==> src/logic/csd_pkg.sv <==
/*
  Constants and types shared by the CAN node setting decoder.
  Assumes each selector level arrives as a millivolt reading from an on-chip converter.
*/
package csd_pkg;

  // Selector readings are in millivolts, wide enough for the 0 to 3 V range.
  localparam int unsigned MV_W = 12;
  localparam int unsigned CODE_W = 4;
  localparam int unsigned RATE_W = 10;
  localparam int unsigned NUM_SEL = 3;

  // Channel order in the selector interface.
  localparam int unsigned CH_ID_LOW = 0;
  localparam int unsigned CH_ID_HIGH = 1;
  localparam int unsigned CH_RATE = 2;

  // Quantiser steps and tolerances in millivolts.
  localparam logic [MV_W-1:0] ADDR_STEP_MV = 12'h0c8;
  localparam logic [MV_W-1:0] ADDR_TOL_MV = 12'h064;
  localparam logic [MV_W-1:0] RATE_STEP_MV = 12'h3e8;
  localparam logic [MV_W-1:0] RATE_TOL_MV = 12'h184;
  localparam logic [CODE_W-1:0] ADDR_CODE_MAX = 4'hf;
  localparam logic [CODE_W-1:0] RATE_CODE_MAX = 4'h3;

  // Field positions of the node identifier.
  localparam int unsigned ID_LOW_LSB = 0;
  localparam int unsigned ID_HIGH_LSB = 4;

  // Node identifier decode limits.
  localparam logic [7:0] NODE_ID_FROM_MEM = 8'h00;
  localparam logic [7:0] NODE_ID_MAX = 8'h7f;

  // Bit rate codes and rates in kbit/s.
  localparam logic [1:0] RATE_CODE_MEM = 2'h0;
  localparam logic [1:0] RATE_CODE_500K = 2'h1;
  localparam logic [1:0] RATE_CODE_250K = 2'h2;
  localparam logic [1:0] RATE_CODE_125K = 2'h3;
  localparam logic [RATE_W-1:0] RATE_500K = 10'h1f4;
  localparam logic [RATE_W-1:0] RATE_250K = 10'h0fa;
  localparam logic [RATE_W-1:0] RATE_125K = 10'h07d;

  // Values shown before the decode completes.
  localparam logic [7:0] NODE_ID_RESET = 8'h00;
  localparam logic [RATE_W-1:0] RATE_RESET = 10'h000;

  // Settling time for the converter after reset, in ns, and its cycle count at 20 MHz.
  localparam int unsigned CLK_PERIOD_NS = 50;
  localparam int unsigned SETTLE_NS = 200;
  localparam int unsigned SETTLE_CYCLES = (SETTLE_NS + CLK_PERIOD_NS - 1) / CLK_PERIOD_NS;
  localparam int unsigned SETTLE_W = 4;

  typedef enum {
    ST_SETTLE,
    ST_CAPTURE,
    ST_DONE
  } csd_state_t;

endpackage

==> src/logic/csd_sel_if.sv <==
/*
  Carrier between the decoder top and its selector quantisers.
  Assumes both ends sit on the same clock.
*/
`timescale 1ns/1ps
interface csd_sel_if;
  import csd_pkg::*;

  logic [MV_W-1:0] mv [NUM_SEL];
  logic [CODE_W-1:0] code [NUM_SEL];
  logic in_tol [NUM_SEL];

  modport top (output mv, input code, input in_tol);
  modport quant (input mv, output code, output in_tol);
endinterface

==> src/logic/csd_quantizer.sv <==
/*
  Rounds one millivolt reading to the nearest step and flags readings off the step.
  Assumes the reading is stable for at least two cycles before it is used.
*/
`timescale 1ns/1ps
module csd_quantizer
  import csd_pkg::*;
#(
  parameter logic [MV_W-1:0] STEP_MV = ADDR_STEP_MV,
  parameter logic [MV_W-1:0] TOL_MV = ADDR_TOL_MV,
  parameter logic [CODE_W-1:0] CODE_MAX = ADDR_CODE_MAX,
  parameter int unsigned CH = 0
) (
  input wire logic clk,
  input wire logic rst_n,
  csd_sel_if.quant sel
);

  logic [CODE_W-1:0] code_r;
  logic [CODE_W-1:0] code_nxt;
  logic tol_r;
  logic tol_nxt;

  always_comb begin
    logic [MV_W:0] rounded;
    logic [MV_W:0] nominal;
    logic [MV_W:0] dev;
    nominal = '0;
    dev = '0;
    rounded = ({1'b0, sel.mv[CH]} + {2'b00, STEP_MV[MV_W-1:1]}) / {1'b0, STEP_MV};
    // Readings beyond full scale clamp to the top code; tolerance is then judged against the top step's level.
    if (rounded > {{(MV_W+1-CODE_W){1'b0}}, CODE_MAX}) begin
      rounded = {{(MV_W+1-CODE_W){1'b0}}, CODE_MAX};
    end
    nominal = (MV_W+1)'(rounded * {1'b0, STEP_MV});
    dev = ({1'b0, sel.mv[CH]} > nominal) ? ({1'b0, sel.mv[CH]} - nominal)
                                         : (nominal - {1'b0, sel.mv[CH]});
    code_nxt = rounded[CODE_W-1:0];
    tol_nxt = (dev <= {1'b0, TOL_MV});
  end

  always_ff @(posedge clk) begin
    if (!rst_n) begin
      code_r <= '0;
      tol_r <= 1'b0;
    end else begin
      code_r <= code_nxt;
      tol_r <= tol_nxt;
    end
  end

  assign sel.code[CH] = code_r;
  assign sel.in_tol[CH] = tol_r;

endmodule // csd_quantizer

==> src/logic/csd_decoder.sv <==
/*
  CAN node setting decoder: turns the strapped selector levels into a node identifier
  and a bit rate once after reset, falling back to non-volatile values where asked.
  Assumes the selector levels are static straps and the stored values are valid at reset.
*/
// How it works
// RQ1 - Low address selector code forms node identifier bits 3 to 0.
// RQ2 - High address selector code forms node identifier bits 7 to 4.
// RQ3 - Address levels sit on 0.2 V steps, 0 to 3 V, giving codes 0-15.
// RQ4 - Combined code zero takes the node identifier from non-volatile memory.
// RQ5 - Codes 1 to 127 are used directly; 128 and above use memory.
// RQ6 - Bit rate level is whole volts 0 to 3, within 0.388 V, 2-bit code.
// RQ7 - Codes 1, 2, 3 select 500, 250 and 125 kbit/s.
// RQ8 - Bit rate code zero uses the stored rate, which may be any rate.
// RQ9 - Sample once after reset release and hold results until the next reset.
`timescale 1ns/1ps
module csd_decoder
  import csd_pkg::*;
(
  // Clock and reset.
  input wire logic CLOCK_IN,
  input wire logic RESETN_IN,
  // Selector readings in millivolts.
  input wire logic [MV_W-1:0] NODE_ID_LOW_SELECTOR_MV_IN,
  input wire logic [MV_W-1:0] NODE_ID_HIGH_SELECTOR_MV_IN,
  input wire logic [MV_W-1:0] BIT_RATE_SELECTOR_MV_IN,
  // Values held in non-volatile memory.
  input wire logic [7:0] MEM_NODE_ID_IN,
  input wire logic [RATE_W-1:0] MEM_BIT_RATE_KBPS_IN,
  // Settings handed to the CAN controller.
  output logic [7:0] NODE_ID_OUT,
  output logic [RATE_W-1:0] BIT_RATE_KBPS_OUT,
  output logic SETTINGS_VALID_OUT,
  output logic NODE_ID_FROM_MEM_OUT,
  output logic BIT_RATE_FROM_MEM_OUT,
  output logic SELECTOR_FAULT_OUT
);

  csd_sel_if sel ();

  csd_state_t state_r;
  csd_state_t state_nxt;
  logic [SETTLE_W-1:0] settle_r;
  logic [SETTLE_W-1:0] settle_nxt;
  logic [7:0] node_id_r;
  logic [7:0] node_id_nxt;
  logic [RATE_W-1:0] rate_r;
  logic [RATE_W-1:0] rate_nxt;
  logic valid_r;
  logic valid_nxt;
  logic id_mem_r;
  logic id_mem_nxt;
  logic rate_mem_r;
  logic rate_mem_nxt;
  logic fault_r;
  logic fault_nxt;

  // Maps the two-bit rate code to kbit/s; code zero defers to the stored rate.
  function automatic logic [RATE_W-1:0] rate_of(input logic [1:0] code,
                                                input logic [RATE_W-1:0] mem_rate);
    logic [RATE_W-1:0] r;
    r = mem_rate;
    unique case (code)
      RATE_CODE_MEM: r = mem_rate; // see RQ8
      RATE_CODE_500K: r = RATE_500K; // see RQ7
      RATE_CODE_250K: r = RATE_250K; // see RQ7
      RATE_CODE_125K: r = RATE_125K; // see RQ7
    endcase
    return r;
  endfunction

  assign sel.mv[CH_ID_LOW] = NODE_ID_LOW_SELECTOR_MV_IN;
  assign sel.mv[CH_ID_HIGH] = NODE_ID_HIGH_SELECTOR_MV_IN;
  assign sel.mv[CH_RATE] = BIT_RATE_SELECTOR_MV_IN;

  // The two address channels share one step; the rate channel uses whole volts.
  genvar ch;
  generate
    for (ch = 0; ch < NUM_SEL; ch++) begin : g_quant
      csd_quantizer #(
        .STEP_MV((ch == CH_RATE) ? RATE_STEP_MV : ADDR_STEP_MV), // see RQ3, RQ6
        .TOL_MV((ch == CH_RATE) ? RATE_TOL_MV : ADDR_TOL_MV), // see RQ6
        .CODE_MAX((ch == CH_RATE) ? RATE_CODE_MAX : ADDR_CODE_MAX), // see RQ3
        .CH(ch)
      ) u_quant (
        .clk(CLOCK_IN),
        .rst_n(RESETN_IN),
        .sel(sel)
      );
    end
  endgenerate

  always_comb begin
    logic [7:0] combined;
    logic [1:0] rate_code;
    combined = '0;
    combined[ID_LOW_LSB +: CODE_W] = sel.code[CH_ID_LOW]; // see RQ1
    combined[ID_HIGH_LSB +: CODE_W] = sel.code[CH_ID_HIGH]; // see RQ2
    rate_code = sel.code[CH_RATE][1:0];
    state_nxt = state_r;
    settle_nxt = settle_r;
    node_id_nxt = node_id_r;
    rate_nxt = rate_r;
    valid_nxt = valid_r;
    id_mem_nxt = id_mem_r;
    rate_mem_nxt = rate_mem_r;
    fault_nxt = fault_r;
    unique case (state_r)
      ST_SETTLE: begin
        // Waiting lets the converter and the quantiser registers fill after reset.
        if (settle_r == SETTLE_W'(SETTLE_CYCLES - 1)) begin
          state_nxt = ST_CAPTURE;
        end else begin
          settle_nxt = settle_r + 1'b1;
        end
      end
      ST_CAPTURE: begin
        if (combined == NODE_ID_FROM_MEM || combined > NODE_ID_MAX) begin // see RQ4, RQ5
          node_id_nxt = MEM_NODE_ID_IN;
          id_mem_nxt = 1'b1;
        end else begin
          node_id_nxt = combined; // see RQ5
          id_mem_nxt = 1'b0;
        end
        // A rate level outside tolerance is not trusted, so the stored rate is used.
        if (!sel.in_tol[CH_RATE]) begin // see RQ6
          rate_nxt = MEM_BIT_RATE_KBPS_IN;
          rate_mem_nxt = 1'b1;
        end else begin
          rate_nxt = rate_of(rate_code, MEM_BIT_RATE_KBPS_IN);
          rate_mem_nxt = (rate_code == RATE_CODE_MEM); // see RQ8
        end
        fault_nxt = !sel.in_tol[CH_RATE] || !sel.in_tol[CH_ID_LOW] || !sel.in_tol[CH_ID_HIGH];
        valid_nxt = 1'b1;
        state_nxt = ST_DONE;
      end
      ST_DONE: begin
        state_nxt = ST_DONE; // see RQ9
      end
    endcase
  end

  always_ff @(posedge CLOCK_IN) begin
    if (!RESETN_IN) begin
      state_r <= ST_SETTLE;
      settle_r <= '0;
      node_id_r <= NODE_ID_RESET;
      rate_r <= RATE_RESET;
      valid_r <= 1'b0;
      id_mem_r <= 1'b0;
      rate_mem_r <= 1'b0;
      fault_r <= 1'b0;
    end else begin
      state_r <= state_nxt;
      settle_r <= settle_nxt;
      node_id_r <= node_id_nxt;
      rate_r <= rate_nxt;
      valid_r <= valid_nxt;
      id_mem_r <= id_mem_nxt;
      rate_mem_r <= rate_mem_nxt;
      fault_r <= fault_nxt;
    end
  end

  assign NODE_ID_OUT = node_id_r;
  assign BIT_RATE_KBPS_OUT = rate_r;
  assign SETTINGS_VALID_OUT = valid_r;
  assign NODE_ID_FROM_MEM_OUT = id_mem_r;
  assign BIT_RATE_FROM_MEM_OUT = rate_mem_r;
  assign SELECTOR_FAULT_OUT = fault_r;

endmodule // csd_decoder

==> config.mk <==
export PLATFORM = sky130hd
export DESIGN_NAME = csd_decoder
export DESIGN_NICKNAME = d
export VERILOG_FILES = /design/src/logic/csd_pkg.sv /design/src/logic/csd_sel_if.sv /design/src/logic/csd_quantizer.sv /design/src/logic/csd_decoder.sv
export SDC_FILE = /design/constraint.sdc
export NUM_CORES = 1
export LEC_CHECK = 0
export BUFFER_PORTS_ARGS = -buffer_cell sky130_fd_sc_hd__buf_2
export CAP_MARGIN = 0
export CORE_MARGIN = 5
export CORE_UTILIZATION = 40
export DETAILED_ROUTE_END_ITERATION = 16
export HOLD_SLACK_MARGIN = 0.05
export RECOVER_POWER = 50
export SETUP_SLACK_MARGIN = 0.02
export SLEW_MARGIN = 20
export SYNTH_ARGS = -nofsm -noshare
export SYNTH_HDL_FRONTEND = slang
export SYNTH_SLANG_ARGS = --single-unit
==> constraint.sdc <==
create_clock -name CLOCK_IN -period 9.3 [get_ports CLOCK_IN]
set_input_delay 0.93 -clock CLOCK_IN [delete_from_list [all_inputs] [get_ports CLOCK_IN]]
set_output_delay 0.93 -clock CLOCK_IN [all_outputs]
set_load 0.05 [all_outputs]
Yosys cells after proc, flatten, opt, wreduce, memory -nomap -nowiden. Cells that the tools add are included.

Add/sub/neg operators: 10. Multipliers: 3. Div/mod/pow operators: 3. Order comparisons: 10. Equal/unequal tests: 7. Muxes and demuxes: 13. Bitwise gates (word level): 1. Reductions and logical operators: 11.

Operators by type and width (count): $mux W13 (6); $pmux W32 S2 (1); $pmux W10 S4 (1); $gt A12 B13 Y1 (3); $sub A12 B13 Y13 (3); $sub A13 B12 Y13 (3); $eq A32 B1 Y1 const B (1); $eq A32 B2 Y1 const B (1); $logic_not A32 Y1 (1); $mux W32 (1); $add A12 B7 Y13 const B (2); $div A13 B8 Y13 const B (2); $gt A13 B4 Y1 const B (2); $le A13 B7 Y1 const B (2); $mul A13 B5 Y10 const B (2); $add A12 B9 Y13 const B (1); $div A13 B10 Y13 const B (1); $gt A13 B2 Y1 const B (1); $le A13 B9 Y1 const B (1); $mul A13 B7 Y10 const B (1); $mux W10 (1); $gt A8 B7 Y1 const B (1); $logic_not A8 Y1 (1); $mux W8 (1); other kinds (12) (18).

Register bits: 71. Input port bits: 56. Output and inout bits: 22.

Depth between registers and ports, before layout.
Depth in word-level cells: 8. Depth in mapped cells: 35. Gate-level depth less buffers: 34.

Worst setup path before layout. No wires, ideal clock.

Kind: input-to-reg. Start: input port BIT_RATE_SELECTOR_MV_IN[3]. End: register g_quant[2].u_quant.tol_r. Library setup time: 95 ps. Data arrival time: 8947 ps. Data required time: 9205 ps. Path slack: 258 ps. Stages on the path: 28. Path buffers: 1. Cell sequence: a2111oi_0 > nand3_1 > o22ai_1 > o31ai_1 > a21oi_1 > o21ai_0 > a22oi_1 > nor4_1 > a21oi_1 > inv_1 > fa_1 > inv_1 > fa_1 > fa_1 > inv_1 > ha_1 > ha_1 > xnor2_1 > ha_1 > inv_1 > o21a_1 > nor4_1 > clkbuf_1 > mux2i_1 > a21boi_0 > xor2_1 > or4_1 > a221oi_1.

Longest elaborated chain between the ends: 8. Elaborated cells on any way between the ends: 10. Classes of those cells: add/sub (3); mul (1); div (1); order compare (3); mux (2).

RTL lines: from (decl) (line csd_decoder.sv:26) `input wire logic [MV_W-1:0] BIT_RATE_SELECTOR_MV_IN,`; $add A12 B9 Y13 (*) (line csd_quantizer.sv:30) `rounded = ({1'b0, sel.mv[CH]} + {2'b00, STEP_MV[MV_W-1:1]}) / {1'b0, STEP_MV};`; $div A13 B10 Y13 (*) (line csd_quantizer.sv:30); $gt A13 B2 Y1 (line csd_quantizer.sv:32) `if (rounded > {{(MV_W+1-CODE_W){1'b0}}, CODE_MAX}) begin`; $mux W13 (*) (line csd_quantizer.sv:32); named net g_quant[2].u_quant.code_nxt[1] (line csd_quantizer.sv:20) `logic [CODE_W-1:0] code_nxt;`; $mul A13 B7 Y10 (*) (line csd_quantizer.sv:35) `nominal = (MV_W+1)'(rounded * {1'b0, STEP_MV});`; $sub A13 B12 Y13 (tied with other cells) (line csd_quantizer.sv:37) `: (nominal - {1'b0, sel.mv[CH]});`; $mux W13 (*) (line csd_quantizer.sv:36) `dev = ({1'b0, sel.mv[CH]} > nominal) ? ({1'b0, sel.mv[CH]} - nominal)`; $le A13 B9 Y1 (*) (line csd_quantizer.sv:39) `tol_nxt = (dev <= {1'b0, TOL_MV});`; to (signal assigned) (line csd_quantizer.sv:48) `tol_r <= tol_nxt;`; to (decl) (line csd_quantizer.sv:21) `logic tol_r;`.

The timed path passes the listed nets; every way through them passes the cells marked *. A chain may end at the register's enable or synchronous reset.

Worst setup path after layout.
Start: input port NODE_ID_HIGH_SELECTOR_MV_IN[2]. End: register g_quant[1].u_quant.tol_r.

Longest elaborated chain between the ends: 8. Elaborated cells on any way between the ends: 10. Classes of those cells: add/sub (3); mul (1); div (1); order compare (3); mux (2).

RTL lines: from (decl) (line csd_decoder.sv:25) `input wire logic [MV_W-1:0] NODE_ID_HIGH_SELECTOR_MV_IN,`; $add A12 B7 Y13 (*) (line csd_quantizer.sv:30); $div A13 B8 Y13 (*) (line csd_quantizer.sv:30); $gt A13 B4 Y1 (line csd_quantizer.sv:32); $mux W13 (*) (line csd_quantizer.sv:32); named net g_quant[1].u_quant.code_nxt[0] (line csd_quantizer.sv:20); $mul A13 B5 Y10 (*) (line csd_quantizer.sv:35); $sub A13 B12 Y13 (tied with other cells) (line csd_quantizer.sv:37); $mux W13 (*) (line csd_quantizer.sv:36); $le A13 B7 Y1 (*) (line csd_quantizer.sv:39); to (signal assigned) (line csd_quantizer.sv:48); to (decl) (line csd_quantizer.sv:21).

Marked as above.

==> metrics.txt <==
vias in the first global route 7692; antenna fix cells 0; Total Routing Usage GR 18.4%; Crit path largest cell delay 0.46 ns; P_leak 0.00421 uW; max-slew violations 34; nets 1356; Synth Warn # 0; vias per inst 5.63; Primary FF master, synth dfxtp_1; number of flops mapped to enable cells by yosys 0; Mapped Cells 1064; Yosys reg bits 41; distinct cell type count after synthesis 88; Iteration-0 DRC Markers 432; Async SR Flop Fraction 0%; run status finished, violations left; Final HPWL DP 18400 um; crit path max fanout 9; H-tree depth 2; final hold violation count 0; Syn Std Cell Area between 8000 and 9000 um2; largest net degree at the start of global routing 34; worst slew pin tran 1.69 ns; Clk pin slew, worst setup/hold paths roughly 0.070 ns; Total Wirelength 22500 um; Max VDD drop 0.230 mV; CP arrival 8.93 ns; Final Cycle Share 94.1%; switching share of total power 52.6%; critical path endpoint g_quant[1].u_quant.tol_r; failing checks capacitance limit, slew limit; reg2reg end SELECTOR_FAULT_OUT; register share of total power 6.5%; storage element area 821 um2; Post-DRT Antenna Nets 0; share of post-route cells with drive strength above 1 roughly an eighth; max-cap violation count 1; nature of the critical path endpoint register; hold crit path type reg -> reg; R2R depth 5; origin of the critical flop-to-flop path state_r[1]; Comb pwr share a little under 90%; Fillers 2055; design area 9170 um2; CTS buffer count 5; relative slew slack -12.5%; initial antenna violation count 0; first-pass iteration count of the detailed router 5; critical path's slowest cell fa_1; core footprint 20100 um2; Initial Util 40.3%; CTS sink cnt a little over 40; Clock Skew 0.0106 ns; crit path kind in -> reg; RSZ-0062 raised after global routing no; switching pwr 2070 uW; Die Footprint 23200 um2; Worst Path Required 9.48 ns; Port Buffer Count 77; area grow syn2layout 13.2%; routability congestion estimate 0.938; Skew-Pair Late Insertion Delay 0.29 ns; Pint around 1900 uW; gr ovfl total 0; Root Buffer Master clkbuf_16; number of top-level pins 78; CTS tree built; width of the die 152 um; fin crit period around 8.8 ns; Worst R2R Setup Slack 6.99 ns; area of the multi-input gates slightly below 7000 um2; maximum clock rate 114 MHz; Setup crit start NODE_ID_HIGH_SELECTOR_MV_IN[2]; DRC 0; cell repeated most along the worst path ha_1; Die Y 152 um; final-report setup violation count 0; area post-placement 8900 um2; Setup TNS Final 0 ns; CTS Buffer Depth 2; clock network fraction of total power 6.0%; crit start category primary input; PwrDens between 400 and 500 nW/um2; Finished Layout Cells 1430; syn_area_per_cell 7.61 um2; row count 52; WL per Instance 15.7 um; placed cells about 1400; via count 8054; post-synthesis sequential area ratio 10.1%; first-pass GRT wire length between 30000 and 40000 um
==> metal layers <==
layer	vias up	GRT usage (%)	wire length (um)
met4	0	3.38	288
met3	25	2.22	1110
met1	3743	23.9	10100
li1	4046	-	-
met5	-	0	0
met2	240	33.0	10900
==> per-stage QoR <==
| step | power [uW] | setup slack (ns) | hold WS [ns] | util, % |
|---|---|---|---|---|
| 3_3_place_gp | 3630 | 0.124 | 0.445 | 44.3 |
| 4_1_cts | 3900 | 0.266 | 0.466 | 45.2 |
| 3_5_place_dp | 3630 | 0.0202 | 0.449 | 44.3 |
| 6_report | 3930 | 0.544 | 0.466 | 45.6 |
| 2_1_floorplan | 2900 | 0.258 | 0.431 | - |
| 5_1_grt | 4340 | 0.000302 | 0.505 | 45.6 |
==> cells in the mapped netlist, types with 9 or more instances <==
cell type,n,area [um2]
fa_1,12,240
and2_1,9,56.3
xor2_1,17,149
o211ai_1,13,97.6
dfxtp_1,41,821
nand2b_1,19,119
nor2b_1,13,81.3
nand3_1,32,160
nand2_1,66,248
o31ai_1,10,75.1
nor4_1,10,62.6
o21bai_1,9,67.6
a31oi_1,15,93.8
mux2i_1,28,280
clkbuf_1,26,97.6
nor2_1,83,312
ha_1,129,1610
o21ai_0,47,235
nand4_1,10,62.6
a21oi_1,65,325
and3_1,9,56.3
nor3_1,23,115
o21a_1,15,113
a211oi_1,21,158
inv_1,106,398
a21o_1,23,173
xnor2_1,57,499
==> cells in the final DEF, fill, tap and decap left out, types with 10 or more instances in the layout <==
master | netlist | routed
ha_1 | 129 | 129
inv_1 | 106 | 106
nor2_1 | 83 | 82
nand2_1 | 66 | 65
a21oi_1 | 65 | 65
buf_2 | 5 | 58
xnor2_1 | 57 | 55
o21ai_0 | 47 | 47
dfxtp_1 | 41 | 41
nand3_1 | 32 | 32
mux2i_1 | 28 | 27
a21o_1 | 23 | 23
nor3_1 | 23 | 23
conb_1 | 2 | 23
buf_4 | 1 | 23
clkbuf_1 | 26 | 21
a211oi_1 | 21 | 19
nand2b_1 | 19 | 19
xor2_1 | 17 | 16
o21a_1 | 15 | 15
a31oi_1 | 15 | 14
o211ai_1 | 13 | 13
nor2b_1 | 13 | 13
fa_1 | 12 | 12
nand4_1 | 10 | 10
==> cell type report <==
| class | instances | area share [%] |
|---|---|---|
| Sequential cell | 41 | 8.95 |
| Inverter | 107 | 4.38 |
| Clock inverter | 3 | 0.751 |
| Timing Repair Buffer | 102 | 5.91 |
| Multi-Input combinational cell | 902 | 75.0 |
| Clock buffer | 5 | 1.37 |
| Tap cell | 270 | 3.69 |
==> logic make-up (layout without fill, tap and decap cells) <==
logic type / after synthesis / after routing / share of synthesized area, %
other cells: 2 / 23 / 0.0927
flops: 41 / 41 / 10.1
mux: 36 / 36 / 4.71
fa+ha+maj: 142 / 142 / 23.0
xor+xnor: 74 / 74 / 8.00
simple gates: 309 / 309 / 19.0
compound gates: 318 / 318 / 28.0
buf+inv: 142 / 217 / 6.98
==> worst min-delay path by stage <==
stage	startpoint	endpoint	slack (ns)	cells past startpoint
after floorplan	g_quant[0].u_quant.tol_r	SELECTOR_FAULT_OUT	0.43	1
after global placement	SETTINGS_VALID_OUT	SETTINGS_VALID_OUT	0.45	2
after detailed placement	SETTINGS_VALID_OUT	SETTINGS_VALID_OUT	0.45	2
after CTS	SETTINGS_VALID_OUT	SETTINGS_VALID_OUT	0.47	2
after global routing	BIT_RATE_KBPS_OUT[9]	BIT_RATE_KBPS_OUT[9]	0.51	2
final	SETTINGS_VALID_OUT	SETTINGS_VALID_OUT	0.47	2
==> registers in the layout (all words and copies together), names as in the netlist <==
| register | flops |
|---|---|
| NODE_ID_OUT | 8 |
| settle_r | 4 |
| SELECTOR_FAULT_OUT | 1 |
| NODE_ID_FROM_MEM_OUT | 1 |
| BIT_RATE_KBPS_OUT | 10 |
| g_quant.u_quant.tol_r | 3 |
| g_quant.u_quant.code_r | 10 |
| SETTINGS_VALID_OUT | 1 |
| state_r | 2 |
| BIT_RATE_FROM_MEM_OUT | 1 |
==> power groups by stage <==
stage | registers (uW) | clock network (uW) | logic, uW
final | 255 | 234 | 3440
after global routing | 260 | 250 | 3830
after CTS | 254 | 243 | 3400
after detailed placement | 257 | 0 | 3370
after global placement | 257 | 0 | 3370
after floorplan | 344 | 0 | 2550
==> worst max-delay path, delay by kind of cell <==
family,cells,cell delay (ns)
adder cells (fa/ha/maj),6,1.91
multiplexers,1,0.21
buffers and inverters,2,0.38
XOR/XNOR,1,0.19
AND/OR/NAND/NOR,2,0.67
AO/OA/AOI/OAI,17,4.65
==> what timing repair did <==
item	4_1_cts	5_1_grt
setup buffers	0	4
hold buffers	0	0
endpoints found under the setup margin	0	2
resized for setup	0	17
No activity file was read; power rests on OpenSTA's default activity.
